File: config.mk
export PLATFORM = sky130hd
export DESIGN_NAME = ctm_timer
export DESIGN_NICKNAME = d
export VERILOG_FILES = /design/src/ctm_pkg.sv /design/src/ctm_timer.sv /design/src/ctm_divider.sv /design/src/ctm_edge_sync.sv
export SDC_FILE = /design/constraint.sdc
export NUM_CORES = 1
export LEC_CHECK = 0
export BUFFER_PORTS_ARGS = -buffer_cell sky130_fd_sc_hd__buf_4
export CAP_MARGIN = 20
export CELL_PAD_IN_SITES_DETAIL_PLACEMENT = 0
export CELL_PAD_IN_SITES_GLOBAL_PLACEMENT = 1
export CORE_MARGIN = 2
export CORE_UTILIZATION = 45
export CTS_CLUSTER_SIZE = 25
export DETAILED_ROUTE_END_ITERATION = 10
export HOLD_SLACK_MARGIN = 0.1
export PLACE_DENSITY_LB_ADDON = 0.05
export SLEW_MARGIN = 10
export SYNTH_ARGS = -nofsm -noshare
export SYNTH_HDL_FRONTEND = slang
export SYNTH_HIERARCHICAL = 1
export SYNTH_SLANG_ARGS = --single-unit
File: constraint.sdc
create_clock -name pclk -period 3.1 [get_ports pclk]
set_input_delay 0.62 -clock pclk [delete_from_list [all_inputs] [get_ports pclk]]
set_output_delay 0.62 -clock pclk [all_outputs]
set_load 0.1 [all_outputs]
File: src/ctm_pkg.sv
// Purpose: Shared constants and types of the cascaded period timer.
// Assumes: APB slave, 32-bit data, one word per register index.
// Notes: Byte address of a register is four times its index.
package ctm_pkg;

  // Register indices; byte address = index * 4
  localparam logic [5:0] IDX_COUNT_LOW = 6'h10;
  localparam logic [5:0] IDX_COUNT_HIGH = 6'h11;
  localparam logic [5:0] IDX_PERIOD_LOW = 6'h14;
  localparam logic [5:0] IDX_PERIOD_HIGH = 6'h15;
  localparam logic [5:0] IDX_BANK_16 = 6'h16;
  localparam logic [5:0] IDX_BANK_17 = 6'h17;
  localparam logic [5:0] IDX_BANK_SELECT = 6'h0F;

  // Bank numbers that resolve the shared indices
  localparam logic [1:0] BANK_FLAGS = 2'h1;
  localparam logic [1:0] BANK_TIMER = 2'h3;

  // Values after reset
  localparam logic [7:0] CFG_RST = 8'h00;
  localparam logic [7:0] RUN_RST = 8'h00;
  localparam logic [7:0] FLAG_RST = 8'h02;
  localparam logic [7:0] ENA_RST = 8'h00;
  localparam logic [7:0] COUNT_RST = 8'h00;
  localparam logic [7:0] PERIOD_RST = 8'h00;
  localparam logic [1:0] BANK_RST = 2'h0;

  // Field positions in the flag and enable banks
  localparam int FLAG_POS_LOW_MATCH = 4;
  localparam int FLAG_POS_HIGH_MATCH = 5;

  // Instruction cycle is four pclk cycles; input sampled twice in it
  localparam int CLKS_PER_INSTR = 4;
  localparam int SAMPLES_PER_INSTR = 2;
  localparam int CLKS_PER_SAMPLE = CLKS_PER_INSTR / SAMPLES_PER_INSTR;

  // Clock configuration byte layout, bit 7 first
  typedef struct packed {
    logic [3:0] capture_edges;
    logic cascade_select;
    logic third_clock_source;
    logic upper_clock_source;
    logic pair_clock_source;
  } ctm_cfg_s;

  // Run control byte layout, bit 7 first
  typedef struct packed {
    logic [5:0] other_controls;
    logic high_run_enable;
    logic low_run_enable;
  } ctm_run_s;

endpackage : ctm_pkg

File: src/ctm_timer.sv
// Purpose: Cascaded 16-bit period timer with APB register access.
// Assumes: pclk is the oscillator clock; external pin is asynchronous.
// Notes: Indices 0x16 and 0x17 are banked through the bank select register.
// Contract
// - Cascade bit joins bytes into 16-bit counter
// - Cascaded count increments, compares with 16-bit period
// - Tick after match clears count, sets flag
// - Pair clock bit alone selects cascaded clock
// - Pair clock clear: count each instruction cycle
// - Pair clock set: count on pin falling edge
// - Both enables run 16-bit; low alone low byte
// - Pin sampled twice per instruction, synchronised
//
// The APB register port was decided locally.
`timescale 1ns/100ps
`default_nettype none
module ctm_timer #(
  parameter int ADDR_W = 8 // APB address width
) (
  input wire logic pclk, // System clock, 20 MHz
  input wire logic presetn, // Asynchronous reset, active low
  input wire logic psel, // APB select
  input wire logic penable, // APB enable
  input wire logic pwrite, // APB direction, high for write
  input wire logic [ADDR_W-1:0] paddr, // APB byte address
  input wire logic [31:0] pwdata, // APB write data
  output logic [31:0] prdata, // APB read data, registered
  output logic pready, // APB ready, registered
  output logic pslverr, // APB error on unmapped address
  input wire logic external_count_pin, // External count clock pin
  output logic irq // Level interrupt request
);

  typedef enum logic [2:0] {
    SEL_NONE = 3'h0,
    SEL_COUNT_LOW = 3'h1,
    SEL_COUNT_HIGH = 3'h3,
    SEL_PERIOD_LOW = 3'h2,
    SEL_PERIOD_HIGH = 3'h6,
    SEL_CONFIG = 3'h7,
    SEL_RUN = 3'h5,
    SEL_FLAG = 3'h4
  } ctm_sel_e;

  logic instr_tick;
  logic sample_tick;
  logic pin_fall;

  logic [7:0] cnt_lo_r;
  logic [7:0] cnt_hi_r;
  logic [7:0] per_lo_r;
  logic [7:0] per_hi_r;
  ctm_pkg::ctm_cfg_s cfg_r;
  ctm_pkg::ctm_run_s run_r;
  logic [7:0] flag_r;
  logic [7:0] ena_r;
  logic [1:0] bank_r;
  logic [7:0] rd_flags_r;

  logic [7:0] cnt_lo_nxt;
  logic [7:0] cnt_hi_nxt;
  logic [7:0] per_lo_nxt;
  logic [7:0] per_hi_nxt;
  ctm_pkg::ctm_cfg_s cfg_nxt;
  ctm_pkg::ctm_run_s run_nxt;
  logic [7:0] flag_nxt;
  logic [7:0] ena_nxt;
  logic [1:0] bank_nxt;
  logic [7:0] rd_flags_nxt;
  logic [31:0] prdata_nxt;
  logic pready_nxt;
  logic pslverr_nxt;
  logic irq_nxt;

  logic [7:0] flag_set;
  logic [15:0] cnt16;
  logic [15:0] per16;
  logic lo_tick;
  logic hi_tick;
  logic cascaded;
  logic setup;
  logic commit;
  logic [7:0] wbyte;
  ctm_sel_e sel;
  logic sel_ena;

  // One clock only: slower rates arrive as single-cycle enables
  ctm_divider u_divider (
    .pclk(pclk),
    .presetn(presetn),
    .instr_tick(instr_tick),
    .sample_tick(sample_tick)
  );

  ctm_edge_sync u_edge_sync (
    .pclk(pclk),
    .presetn(presetn),
    .pin(external_count_pin),
    .sample_tick(sample_tick),
    .fall_pulse(pin_fall)
  );

  // Decode index and bank into a register select
  function automatic ctm_sel_e decode(input logic [5:0] idx, input logic [1:0] bank);
    ctm_sel_e s;
    s = SEL_NONE;
    case (idx)
      ctm_pkg::IDX_COUNT_LOW: s = SEL_COUNT_LOW;
      ctm_pkg::IDX_COUNT_HIGH: s = SEL_COUNT_HIGH;
      ctm_pkg::IDX_PERIOD_LOW: s = SEL_PERIOD_LOW;
      ctm_pkg::IDX_PERIOD_HIGH: s = SEL_PERIOD_HIGH;
      ctm_pkg::IDX_BANK_16: begin
        if (bank == ctm_pkg::BANK_TIMER) begin
          s = SEL_CONFIG;
        end else if (bank == ctm_pkg::BANK_FLAGS) begin
          s = SEL_FLAG;
        end
      end
      ctm_pkg::IDX_BANK_17: begin
        if (bank == ctm_pkg::BANK_TIMER) begin
          s = SEL_RUN;
        end
      end
      default: s = SEL_NONE;
    endcase
    return s;
  endfunction : decode

  // Enable bank shares index 0x17 with run control; kept apart from the enum
  function automatic logic is_enable(input logic [5:0] idx, input logic [1:0] bank);
    return (idx == ctm_pkg::IDX_BANK_17) && (bank == ctm_pkg::BANK_FLAGS);
  endfunction : is_enable

  // Address and tick qualification
  always_comb begin
    setup = psel & ~penable;
    commit = psel & penable & pready;
    wbyte = pwdata[7:0];
    sel = decode(paddr[7:2], bank_r);
    sel_ena = is_enable(paddr[7:2], bank_r);
    cnt16 = {cnt_hi_r, cnt_lo_r};
    per16 = {per_hi_r, per_lo_r};
    cascaded = cfg_r.cascade_select & run_r.low_run_enable & run_r.high_run_enable;
    lo_tick = cfg_r.pair_clock_source ? pin_fall : instr_tick;
    hi_tick = cfg_r.upper_clock_source ? pin_fall : instr_tick;
  end

  // Counting and matching
  always_comb begin
    cnt_lo_nxt = cnt_lo_r;
    cnt_hi_nxt = cnt_hi_r;
    flag_set = 8'h00;
    // Match is tested before the increment, so the period value itself is counted
    if (cascaded) begin
      if (lo_tick) begin
        if (cnt16 == per16) begin
          {cnt_hi_nxt, cnt_lo_nxt} = 16'h0000;
          flag_set[ctm_pkg::FLAG_POS_LOW_MATCH] = 1'b1;
        end else begin
          {cnt_hi_nxt, cnt_lo_nxt} = cnt16 + 16'h0001;
        end
      end
    end else begin
      // Low byte alone runs whenever its enable is set
      if (run_r.low_run_enable && lo_tick) begin
        if (cnt_lo_r == per_lo_r) begin
          cnt_lo_nxt = 8'h00;
          flag_set[ctm_pkg::FLAG_POS_LOW_MATCH] = 1'b1;
        end else begin
          cnt_lo_nxt = cnt_lo_r + 8'h01;
        end
      end
      // Upper byte runs on its own only outside cascade mode
      if (!cfg_r.cascade_select && run_r.high_run_enable && hi_tick) begin
        if (cnt_hi_r == per_hi_r) begin
          cnt_hi_nxt = 8'h00;
          flag_set[ctm_pkg::FLAG_POS_HIGH_MATCH] = 1'b1;
        end else begin
          cnt_hi_nxt = cnt_hi_r + 8'h01;
        end
      end
    end
    // Software write to a count byte overrides the tick in that cycle
    if (commit && pwrite && sel == SEL_COUNT_LOW) begin
      cnt_lo_nxt = wbyte;
    end
    if (commit && pwrite && sel == SEL_COUNT_HIGH) begin
      cnt_hi_nxt = wbyte;
    end
  end

  // Configuration registers
  always_comb begin
    per_lo_nxt = per_lo_r;
    per_hi_nxt = per_hi_r;
    cfg_nxt = cfg_r;
    run_nxt = run_r;
    ena_nxt = ena_r;
    bank_nxt = bank_r;
    // The flag bank has no write path; software clears flags by reading them
    if (commit && pwrite) begin
      case (sel)
        SEL_PERIOD_LOW: per_lo_nxt = wbyte;
        SEL_PERIOD_HIGH: per_hi_nxt = wbyte;
        SEL_CONFIG: cfg_nxt = ctm_pkg::ctm_cfg_s'(wbyte);
        SEL_RUN: run_nxt = ctm_pkg::ctm_run_s'(wbyte);
        default: begin
        end
      endcase
      if (sel_ena) begin
        ena_nxt = wbyte;
      end
      if (paddr[7:2] == ctm_pkg::IDX_BANK_SELECT) begin
        bank_nxt = wbyte[1:0];
      end
    end
  end

  // Sticky flags: a read clears only what it returned, and a new set wins
  always_comb begin
    flag_nxt = flag_r;
    if (commit && !pwrite && sel == SEL_FLAG) begin
      flag_nxt = flag_r & ~rd_flags_r;
    end
    flag_nxt = flag_nxt | flag_set;
    irq_nxt = |(flag_nxt & ena_nxt);
  end

  // APB answer: data and ready are prepared in the setup cycle
  always_comb begin
    prdata_nxt = 32'h0000_0000;
    pready_nxt = setup;
    pslverr_nxt = 1'b0;
    rd_flags_nxt = rd_flags_r;
    // Count reads show the value after this edge, so a tick in the setup cycle is seen
    if (setup) begin
      rd_flags_nxt = 8'h00;
      case (sel)
        SEL_COUNT_LOW: prdata_nxt[7:0] = cnt_lo_nxt;
        SEL_COUNT_HIGH: prdata_nxt[7:0] = cnt_hi_nxt;
        SEL_PERIOD_LOW: prdata_nxt[7:0] = per_lo_r;
        SEL_PERIOD_HIGH: prdata_nxt[7:0] = per_hi_r;
        SEL_CONFIG: prdata_nxt[7:0] = cfg_r;
        SEL_RUN: prdata_nxt[7:0] = run_r;
        SEL_FLAG: begin
          prdata_nxt[7:0] = flag_nxt;
          rd_flags_nxt = pwrite ? 8'h00 : flag_nxt;
        end
        default: begin
          if (sel_ena) begin
            prdata_nxt[7:0] = ena_r;
          end else if (paddr[7:2] == ctm_pkg::IDX_BANK_SELECT) begin
            prdata_nxt[1:0] = bank_r;
          end else begin
            pslverr_nxt = 1'b1;
          end
        end
      endcase
    end else if (commit) begin
      // Read data stands one cycle past the access cycle, then returns to zero
      prdata_nxt = prdata;
      pslverr_nxt = 1'b0;
    end
  end

  always_ff @(posedge pclk or negedge presetn) begin
    if (!presetn) begin
      cnt_lo_r <= ctm_pkg::COUNT_RST;
      cnt_hi_r <= ctm_pkg::COUNT_RST;
      per_lo_r <= ctm_pkg::PERIOD_RST;
      per_hi_r <= ctm_pkg::PERIOD_RST;
      cfg_r <= ctm_pkg::ctm_cfg_s'(ctm_pkg::CFG_RST);
      run_r <= ctm_pkg::ctm_run_s'(ctm_pkg::RUN_RST);
      flag_r <= ctm_pkg::FLAG_RST;
      ena_r <= ctm_pkg::ENA_RST;
      bank_r <= ctm_pkg::BANK_RST;
      rd_flags_r <= 8'h00;
      prdata <= 32'h0000_0000;
      pready <= 1'b0;
      pslverr <= 1'b0;
      irq <= 1'b0;
    end else begin
      cnt_lo_r <= cnt_lo_nxt;
      cnt_hi_r <= cnt_hi_nxt;
      per_lo_r <= per_lo_nxt;
      per_hi_r <= per_hi_nxt;
      cfg_r <= cfg_nxt;
      run_r <= run_nxt;
      flag_r <= flag_nxt;
      ena_r <= ena_nxt;
      bank_r <= bank_nxt;
      rd_flags_r <= rd_flags_nxt;
      prdata <= prdata_nxt;
      pready <= pready_nxt;
      pslverr <= pslverr_nxt;
      irq <= irq_nxt;
    end
  end

endmodule : ctm_timer
`default_nettype wire

File: src/ctm_divider.sv
// Purpose: Instruction-cycle and sample enable pulses from pclk.
// Assumes: pclk is the oscillator; one instruction is four pclk cycles.
// Notes: Both outputs are single-cycle pulses from flip-flops.
`timescale 1ns/100ps
`default_nettype none
module ctm_divider (
  input wire logic pclk, // System clock
  input wire logic presetn, // Asynchronous reset, active low
  output logic instr_tick, // One pulse per instruction cycle
  output logic sample_tick // Two pulses per instruction cycle
);

  logic [1:0] phase_r;
  logic [1:0] phase_nxt;
  logic instr_nxt;
  logic sample_nxt;

  always_comb begin
    phase_nxt = phase_r + 2'h1;
    instr_nxt = (phase_r == 2'(ctm_pkg::CLKS_PER_INSTR - 1));
    sample_nxt = (phase_r[0] == 1'b1);
  end

  always_ff @(posedge pclk or negedge presetn) begin
    if (!presetn) begin
      phase_r <= 2'h0;
      instr_tick <= 1'b0;
      sample_tick <= 1'b0;
    end else begin
      phase_r <= phase_nxt;
      instr_tick <= instr_nxt;
      sample_tick <= sample_nxt;
    end
  end

endmodule : ctm_divider
`default_nettype wire

File: src/ctm_edge_sync.sv
// Purpose: Falling-edge detector for the external count pin.
// Assumes: Pin is asynchronous to pclk.
// Notes: Two-flop synchroniser, then sampled at the sample rate.
`timescale 1ns/100ps
`default_nettype none
module ctm_edge_sync (
  input wire logic pclk, // System clock
  input wire logic presetn, // Asynchronous reset, active low
  input wire logic pin, // Raw external count pin
  input wire logic sample_tick, // Sample enable, twice per instruction
  output logic fall_pulse // One cycle after a sampled falling edge
);

  logic meta_r;
  logic sync_r;
  logic samp_r;
  logic samp_nxt;
  logic fall_nxt;

  // Pulses narrower than a sample period may be missed; that is the limit
  always_comb begin
    samp_nxt = sample_tick ? sync_r : samp_r;
    fall_nxt = sample_tick & samp_r & ~sync_r;
  end

  always_ff @(posedge pclk or negedge presetn) begin
    if (!presetn) begin
      meta_r <= 1'b1;
      sync_r <= 1'b1;
      samp_r <= 1'b1;
      fall_pulse <= 1'b0;
    end else begin
      meta_r <= pin;
      sync_r <= meta_r;
      samp_r <= samp_nxt;
      fall_pulse <= fall_nxt;
    end
  end

endmodule : ctm_edge_sync
`default_nettype wire

After elaboration in Yosys (flattened, before gate mapping)
Index checks and enable logic that the tools add are counted.
{"block": "classes", "eq_ne": 21, "mux": 42, "n_addsub": 4, "n_reduce_logical": 18, "bitwise_logic": 13}
{"op": "2-to-1 mux 8 bit", "count": 18}
{"op": "one-hot mux 8 bit (7 select lines)", "count": 1}
{"op": "== test 6 x 5 -> 1 bit (second input constant)", "count": 6}
{"op": "2-to-1 mux 32 bit", "count": 1}
{"op": "2-to-1 mux 24 bit", "count": 1}
{"op": "one-hot mux 3 bit (6 select lines)", "count": 1}
{"op": "adder 16 x 1 -> 16 bit (second input constant)", "count": 1}
{"op": "adder 8 x 1 -> 8 bit (second input constant)", "count": 2}
{"op": "bitwise AND 8 bit", "count": 2}
{"op": "== test 16 bit", "count": 1}
{"op": "== test 8 bit", "count": 2}
{"op": "2-to-1 mux 1 bit", "count": 14}
{"op": "== test 3 bit (second input constant)", "count": 4}
{"op": "AND reduction 2 bit", "count": 5}
{"op": "logical AND 1 bit", "count": 9}
{"op": "2-to-1 mux 3 bit", "count": 3}
{"op": "NOT 8 bit", "count": 1}
{"op": "bitwise OR 8 x 6 -> 8 bit", "count": 1}
{"op": "OR reduction 8 bit", "count": 1}
{"op": "bitwise AND 1 bit", "count": 7}
{"op": "OR reduction 7 bit", "count": 1}
{"op": "== test 3 x 2 -> 1 bit (second input constant)", "count": 2}
{"op": "== test 6 x 4 -> 1 bit (second input constant)", "count": 1}
{"op": "2-to-1 mux 6 bit", "count": 1}
{"op": "8 further kinds", "count": 12}
{"block": "totals", "output_inout_bits": 35, "ff_bits": 117, "input_bits": 46, "elab_cells": 125}

Longest topological paths before layout
Gate-level depths: netlist (run 1).
{"block": "depth", "ltp_word": 10, "ltp_mapped": 8, "depth_no_buf": 7}

By module
Netlist (run 1), hierarchy kept.
{"mod": "ctm_timer", "area_per_inst_um2": 5053.6, "instances": 1, "seq_area_each_um2": 2128.3, "cells_per_inst": 503}
{"mod": "ctm_edge_sync", "area_per_inst_um2": 128.9, "instances": 1, "seq_area_each_um2": 103.8, "cells_per_inst": 6}
{"mod": "ctm_divider", "area_per_inst_um2": 116.4, "instances": 1, "seq_area_each_um2": 100.1, "cells_per_inst": 6}

Least setup slack after synthesis (run 1)
Ideal clock, no wire load.
{"block": "synth_timing", "path_kind": "register -> register", "from": "register pready", "to": "register irq", "setup_ns": 0.136, "t_arrival_ns": 2.577, "synth_period_minus_slack_ns": 2.713, "required_ns": 2.964, "path_buffers": 0, "path_stages_with_launch": 7, "path_slack_ns": 0.387, "cell_sequence": "dfrtp_1 nand4_4 nor3_4 mux2_2 a22o_1 a221oi_2 nand4b_1"}
{"block": "synth_via", "elab_cells_between_ends": 9, "cone_classes": "mux (2); bitwise (3); reduce/logical (4)"}
{"item": "start: declaration", "line_no": "ctm_timer.sv:28", "text": "output logic pready,"}
{"item": "start signal: assignment", "line_no": "ctm_timer.sv:294", "text": "pready <= pready_nxt;"}
{"item": "bitwise AND 1 bit", "line_no": "ctm_timer.sv:137", "text": "commit = psel & penable & pready;"}
{"item": "logical AND 1 bit", "line_no": "ctm_timer.sv:201", "text": "if (commit && pwrite) begin"}
{"item": "2-to-1 mux 8 bit", "line_no": "ctm_timer.sv:201"}
{"item": "via ena_nxt[3]", "line_no": "ctm_timer.sv:67", "text": "logic [7:0] ena_nxt;"}
{"item": "bitwise AND 8 bit", "line_no": "ctm_timer.sv:226", "text": "irq_nxt = |(flag_nxt & ena_nxt);"}
{"item": "OR reduction 8 bit", "line_no": "ctm_timer.sv:226"}
{"item": "via irq_nxt", "line_no": "ctm_timer.sv:73", "text": "logic irq_nxt;"}
{"item": "end signal: assignment", "line_no": "ctm_timer.sv:296", "text": "irq <= irq_nxt;"}
{"item": "end: declaration", "line_no": "ctm_timer.sv:31", "text": "output logic irq"}
The timed path passes the listed nets, and every way through them passes these cells.
A chain may end at the register's enable or synchronous reset.

Worst setup path after layout (run 1)
{"block": "layout_timing", "from": "register cnt_hi_r[3]", "to": "register prdata[0]"}
{"block": "layout_via", "elab_chain_cells": 7, "elab_cells_between_ends": 14, "cone_classes": "eq/ne (2); mux (12)"}
{"item": "start: declaration", "line_no": "ctm_timer.sv:50", "text": "logic [7:0] cnt_hi_r;"}
{"item": "start signal: assignment", "line_no": "ctm_timer.sv:269", "text": "cnt_hi_r <= ctm_pkg::COUNT_RST;"}
{"item": "start signal: assignment", "line_no": "ctm_timer.sv:284", "text": "cnt_hi_r <= cnt_hi_nxt;"}
{"item": "== test 16 bit or == test 8 bit (tied branches)", "line_no": "ctm_timer.sv:156, ctm_timer.sv:175"}
{"item": "2-to-1 mux 8 bit (on tied branches)", "line_no": "ctm_timer.sv:156, ctm_timer.sv:175"}
{"item": "2-to-1 mux 8 bit (on tied branches)", "line_no": "ctm_timer.sv:155, ctm_timer.sv:174"}
{"item": "2-to-1 mux 8 bit", "line_no": "ctm_timer.sv:154", "text": "if (cascaded) begin"}
{"item": "2-to-1 mux 8 bit (on tied branches)", "line_no": "ctm_timer.sv:187, ctm_timer.sv:184"}
{"item": "one-hot mux 8 bit (7 select lines) *", "line_no": "ctm_timer.sv:238", "text": "case (sel)"}
{"item": "2-to-1 mux 8 bit *", "line_no": "ctm_timer.sv:236", "text": "if (setup) begin"}
{"item": "end signal: assignment", "line_no": "ctm_timer.sv:293", "text": "prdata <= prdata_nxt;"}
{"item": "end: declaration", "line_no": "ctm_timer.sv:27", "text": "output logic [31:0] prdata,"}
Every way passes the cells marked *; elsewhere a longest branch is shown, timed or not.

==> results of run 1 <==
==> cell usage after synthesis (all sizes together) (6+ instances only) <==
cell type,count
dfrtp,89
nand2,51
mux2,42
buf,33
a21oi,22
o21ai,22
nor2,18
nor3,16
nand2b,15
xor2,15
nand3,14
xnor2,13
inv,12
nand4,12
clkbuf,10
nor4,10
mux2i,9
a31oi,8
a21boi,7
a22o,7
and2,7
a22oi,6
and3,6
==> worst max path at each step <==
stage	start	end	slack, ns
after floorplan	pready	irq	0.39
after global placement	paddr[7]	irq	0.51
after detailed placement	paddr[7]	irq	0.49
after CTS	cnt_hi_r[3]	cnt_lo_r[3]	0.67
after global routing	cnt_hi_r[2]	cnt_lo_r[3]	0.48
final	cnt_hi_r[3]	prdata[0]	0.65
==> sequential cells by signal, indices dropped and copies added (netlist names), 2 cells and up <==
name	cells
per_hi_r	8
rd_flags_r	8
u_divider/phase_r	2
cfg_r	8
cnt_lo_r	8
run_r	8
flag_r	8
per_lo_r	8
prdata	8
cnt_hi_r	8
ena_r	8
bank_r	2
==> worst reg2reg max path, delay by kind of cell (launching register included) <==
family | cells | cell delay [ns]
AND/OR/NAND/NOR | 3 | 1.27
AO/OA/AOI/OAI | 2 | 0.44
flip-flops | 1 | 0.44
XOR/XNOR | 1 | 0.18
==> cell families (layout without fill, tap and decap cells) <==
family | count (synthesis) | after routing | share of synthesized area [%]
adder cells (fa/ha/maj) | 3 | 3 | 0.7085
AO/OA/AOI/OAI | 111 | 111 | 14.55
multiplexers | 51 | 51 | 10.77
AND/OR/NAND/NOR | 173 | 173 | 19.36
flip-flops | 93 | 93 | 44.01
buffers and inverters | 55 | 66 | 5.903
XOR/XNOR | 28 | 28 | 4.628
other | 1 | 24 | 0.07077
==> final cells by class <==
cell class,instances,area share [%]
inverter,12,0.7658
multi-input combinational,390,46.59
timing repair buffer,38,5.063
sequential,93,39.65
tap,143,3.042
clock buffer,11,4.127
clock inverter,5,0.7658
==> through the flow <==
| stage | setup slack, ns | power (mW) |
|---|---|---|
| floorplan | 0.3870 | 1.493 |
| global placement | 0.5095 | 1.562 |
| detailed placement | 0.4887 | 1.564 |
| CTS | 0.6673 | 2.644 |
| global route | 0.4818 | 2.707 |
| finish | 0.6453 | 2.624 |
==> power groups by stage <==
stage | Clock [mW] | Combinational, mW | Sequential, mW
after floorplan | 0 | 0.214 | 1.28
after global placement | 0 | 0.295 | 1.27
after detailed placement | 0 | 0.296 | 1.27
after CTS | 1.10 | 0.297 | 1.24
after global routing | 1.15 | 0.311 | 1.25
final | 1.08 | 0.296 | 1.25
==> metal layers <==
layer | track usage (%) | routed length, µm | vias up
li1 | - | - | 1897
met1 | 37.34 | 7089 | 2110
met2 | 39.28 | 7159 | 152
met3 | 3.996 | 996 | 26
met4 | 9.024 | 329 | 0
met5 | 0 | 0 | -
==> flow_summary_export.csv, run 1 <==
group,metric,value,unit
layout,register_area,2332,µm²
power,p_leak,2.599,nW
yosys,synth_cells,515,
timing,fmax,0.4074,GHz
clocking,cts_buffers,9,
power,clkPwrFrac,41.3,%
setup_path,worstSetupPathType,"reg2reg",
clocking,cts_tree,"done",
drt,drc,0,
status,outcome,"finished clean",
setup_path,critical_path.max_stage_delay,0.71,ns
layout,syn2layout_area_growth,11.00,%
drt,wl_per_cell,22.50,µm
setup_path,reg2reg_from,"cnt_hi_r[3]",
setup_path,cp.required,3.33,ns
drt,viasPerCell,6.048,
yosys,synthArstFlopShare,100.0,%
yosys,yosysTopAreaCell,"dfrtp_1",
grt,grt_pass1_vias,4054,
setup_path,cp_slowest_cell,"nor4_1",
yosys,yosysWarnings,6,
setup_path,r2r_cells,6,
layout,final_common_cell,"dfrtp_1",
yosys,avgSynthCellArea,10.29,µm²
floorplanning,rows,39,
grt,antenna_found_initial,0,
clocking,clk_pin_slew_worst_paths,0.07,ns
setup_path,critPathCaptureType,"flop",
yosys,synth.area.top_cells,"dfrtp_1 (42%), mux2_2 (8.7%), nand2_1 (3.6%)",
layout,drive_gt1_share,22.77,%
power,vdd.ir_drop.worst,0.2980,mV
place,place_inst,676,
clocking,clockBufferDepth,2,
layout,final_cell_mix,"dfrtp_1 (89), nand2_1 (51), mux2_2 (41), buf_4 (37), conb_1 (24)",
run,drv_cap,0,
setup_path,regToRegSetupSlack,0.65,ns
yosys,yosysSeqAreaShare,44.01,%
place,dp_hpwl,11.66,mm
grt,track_usage,25.69,%
grt,grt.overflow.total,0,
place,numPortBuffers,30,
power,powerDensity,446.1,nW/µm²
grt,grt_pass1_wl,24.33,mm
setup_path,path_cells,"xor2_1, nor4_1, and2_1, o2bb2ai_1, nor3_1, o31a_1",
place,gp_congestion,0.9551,
yosys,netlist_area,5299,µm²
drt,drt_first_pass_iters,5,
timing,rsz0062_at_grt,"false",
floorplanning,ios,81,
timing,finalCritPeriodShare,79.19,%
timing,slew_headroom,46.15,%
yosys,synth_seq_cells,93,
timing,slew_violations,0,
power,switchingPower,0.7695,mW
yosys,synth-main-ff-cell,"dfrtp_1",
timing,timing.final.crit_period,2.455,ns
floorplanning,die_x,112.5,µm
yosys,ys_types,77,
timing,setup_violations,0,
setup_path,cp.depth,6,
layout,nNetsFinal,593,
power,power_frac_comb,11.3,%
floorplanning,initial_core_util,46.21,%
layout,final_area,5882,µm²
clocking,cts_setup_buffers,0,
layout,instances_no_fill,692,
layout,multi_input_area,2740,µm²
drt,first_iter_violations,315,
power,switching_share,29.33,%
layout,fin_util,51.29,%
clocking,cts_resized,0,
clocking,cts_sinks,93,
clocking,clock-root-buffer,"clkbuf_16",
yosys,synth_edf_count,0,
drt,drt-total-wl,15.57,mm
floorplanning,die-area,12660,µm²
drt,vias,4185,
setup_path,worst-path-buf-inv,0,
setup_path,arrival,2.69,ns
setup_path,crit_fanout,6,
clocking,ctsHoldBuffers,0,
grt,grt_max_degree,50,
power,internal_power,1.854,mW
worst_hold_path,min_path_type,"in2async",
setup_path,start_kind,"flop",
layout,antenna_cells,0,
layout,n_fill_cell,1057,
setup_path,worstReg2RegEnd,"prdata[0]",
timing,hold-worst-slack,0.2795,ns
setup_path,cpLargestDelayFamily,"simple AND/OR/NAND/NOR gates",
floorplanning,core-area,11470,µm²
yosys,yosysTopAreaCellShare,42.03,%
timing,hold_violations,0,
timing,tightest_slew,0.8003,ns
floorplanning,fp.dieH,112.5,µm
timing,tns,0,ns
clocking,clk_latency,0.35,ns
drt,drtAntennaViolNets,0,
place,placed_cell_area,5594,µm²
power,seqPwrFrac,47.5,%
timing,skew,0.01071,ns
clocking,htree_levels,3,
Power figures use the tool's default switching activity.
==> inputs of run 2 (changes only) <==
ABC_AREA = 1   (was default)
CORE_UTILIZATION = 42   (was 45)
clock period = 2.3 ns   (was 3.1 ns; I/O delays follow)
==> run 2 against run 1 <==
Against the previous run: sequential share of layout area is 3.7 points lower; die area increased by 16%; non-clock buffer count rose by 7; critical path type unchanged; critical endpoint unchanged; largest cell class unchanged.
==> flow_summary_export.csv, run 2 <==
group,metric,value,unit
floorplanning,initial_core_util,43.36,%
floorplanning,ios,81,
worst_hold_path,min_delay_path_depth,1,
timing,tightest_slew,0.5268,ns
floorplanning,rows,42,
worst_hold_path,min_path_type,"in2reg",
setup_path,crit_fanout,5,
clocking,htree_levels,3,
power,vdd.ir_drop.worst,0.3661,mV
grt,grt.overflow.total,0,
clocking,cts_setup_buffers,0,
layout,syn2layout_area_growth,12.34,%
yosys,synth_cells,803,
grt,track_usage,23.74,%
drt,drtAntennaViolNets,0,
timing,timing.final.crit_period,2.128,ns
yosys,synth-main-ff-cell,"dfrtp_1",
timing,fmax,0.4700,GHz
place,gp_congestion,0.8720,
yosys,synthArstFlopShare,100.0,%
yosys,netlist_area,5788,µm²
drt,vias,5157,
floorplanning,core-area,13350,µm²
yosys,yosysTopAreaCell,"dfrtp_1",
timing,tns,0,ns
grt,grt_max_degree,56,
yosys,synth_most_common_cell,"nand2_1",
yosys,synth.area.top_cells,"dfrtp_1 (38%), nand2_1 (20%), inv_1 (5.6%)",
layout,register_area,2335,µm²
drt,viasPerCell,5.012,
setup_path,start_kind,"flop",
clocking,cts_tree,"done",
setup_path,path_common_cell,"nand2_1",
yosys,yosysTopAreaCellShare,38.48,%
yosys,synth_top_cells_by_count,"nand2_1 (306), dfrtp_1 (89), inv_1 (86)",
yosys,synth_seq_cells,93,
timing,hold_violations,0,
setup_path,cpLargestDelayFamily,"simple AND/OR/NAND/NOR gates",
timing,slew_violations,0,
floorplanning,fp.dieH,121.4,µm
setup_path,cp.depth,12,
yosys,avgSynthCellArea,7.208,µm²
timing,finalCritPeriodShare,92.51,%
layout,nNetsFinal,897,
setup_path,r2r_cells,12,
setup_path,path_cells,"ha_1, nand3_1, nor2_1, nand2_1, nand2_1, nand3_1, nand3_1, nand2_1, nand3_1, nand2_1, o21ai_1, nand2_1",
clocking,clk_pin_slew_worst_paths,0.07,ns
place,place_inst,1012,
grt,antenna_found_initial,0,
run,drv_cap,0,
clocking,clockBufferDepth,2,
clocking,cts_sinks,93,
drt,drt-total-wl,16.58,mm
grt,grt_pass1_vias,4868,
floorplanning,die_x,121.4,µm
status,outcome,"finished clean",
layout,multi_input_area,2893,µm²
yosys,yosysWarnings,6,
setup_path,critPathCaptureType,"flop",
drt,drc,0,
setup_path,cp_slowest_cell,"dfrtp_1",
setup_path,worst-path-buf-inv,0,
place,numPortBuffers,30,
setup_path,critical_path.max_stage_delay,0.42,ns
drt,drt_first_pass_iters,5,
drt,first_iter_violations,324,
yosys,yosysSeqAreaShare,40.29,%
floorplanning,die-area,14740,µm²
yosys,synth_edf_count,0,
layout,antenna_cells,0,
layout,final_cell_mix,"nand2_1 (306), dfrtp_1 (87), inv_1 (86), o21ai_0 (52), buf_4 (43)",
layout,drive_gt1_share,15.24,%
power,p_leak,3.233,nW
yosys,ys_types,44,
layout,instances_no_fill,1029,
setup_path,arrival,2.36,ns
timing,slew_headroom,64.56,%
clocking,cts_buffers,9,
setup_path,cp.required,2.53,ns
grt,grt_pass1_wl,26.17,mm
setup_path,worstSetupPathType,"reg2reg",
timing,setup_violations,0,
power,powerDensity,562.2,nW/µm²
clocking,clock-root-buffer,"clkbuf_16",
clocking,clk_latency,0.35,ns
timing,rsz0062_at_grt,"false",
layout,final_common_cell,"nand2_1",
place,dp_hpwl,13.08,mm
timing,skew,0.009056,ns
drt,wl_per_cell,16.11,µm
layout,n_fill_cell,1404,
-- run 2: final timing paths --
| kind | start | endpoint | slack (ns) |
|---|---|---|---|
| min in group asynchronous | presetn | u_divider/phase_r[1] | 0.62 |
| max in group asynchronous | presetn | cnt_lo_r[7] | 0.99 |
| min | external_count_pin | u_edge_sync/meta_r | 0.22 |
| max | cnt_lo_r[0] | prdata[0] | 0.17 |
| max reg2reg | cnt_lo_r[0] | prdata[0] | 0.17 |
| min reg2reg | u_edge_sync/meta_r | u_edge_sync/sync_r | 0.36 |
-- run 2: cells by family (layout without fill, tap and decap cells) --
group	Yosys count	count (layout)	share of synthesized area, %
AOI/OAI and AO/OA	117	117	11.89
xor gates and xnor gates	8	8	1.211
adders and majority gates	3	3	0.6486
buffers and inverters	138	165	11.22
DFF	93	93	40.29
other	1	24	0.06479
and+or+nand+nor	443	443	34.67
-- run 2: stage by stage --
stage               power [mW]  area, µm²  setup slack (ns)  util (%)  hold WS [ns]
detailed placement       2.174       6183            0.1144     46.33        0.3550
global placement         2.168       6183            0.1494     46.33        0.3459
CTS                      3.695       6500            0.1229     48.70        0.2105
global route             3.810       6502           0.02971     48.72        0.2117
floorplan                2.071       5874           0.05612         -        0.1644
finish                   3.656       6502            0.1722     48.72        0.2217
-- run 2: power by group --
part | switching, mW | total (mW) | internal [mW]
clock network | 0.655 | 1.51 | 0.859
registers | 0.0236 | 1.68 | 1.66
logic | 0.378 | 0.462 | 0.0835
total | 1.06 | 3.66 | 2.60
-- run 2: cell type report --
class | instances | area share, %
Timing Repair Buffer | 45 | 5.426
Sequential cell | 93 | 35.91
Multi-Input combinational cell | 595 | 44.49
Tap cell | 176 | 3.387
Clock inverter | 7 | 1.251
Clock buffer | 9 | 3.464
Inverter | 104 | 6.080
-- run 2: metal layers --
| metal | routed length [µm] | global-route usage, % |
|---|---|---|
| met1 | 7543 | 32.44 |
| met5 | 0 | 0 |
| met3 | 719 | 2.773 |
| met4 | 355 | 7.471 |
| met2 | 7958 | 39.43 |
-- run 2: what timing repair did --
action	in CTS	in global routing
gates resized for setup	0	2
hold endpoints to repair	5	0
endpoints found under the setup margin	0	3
hold buffers	1	0
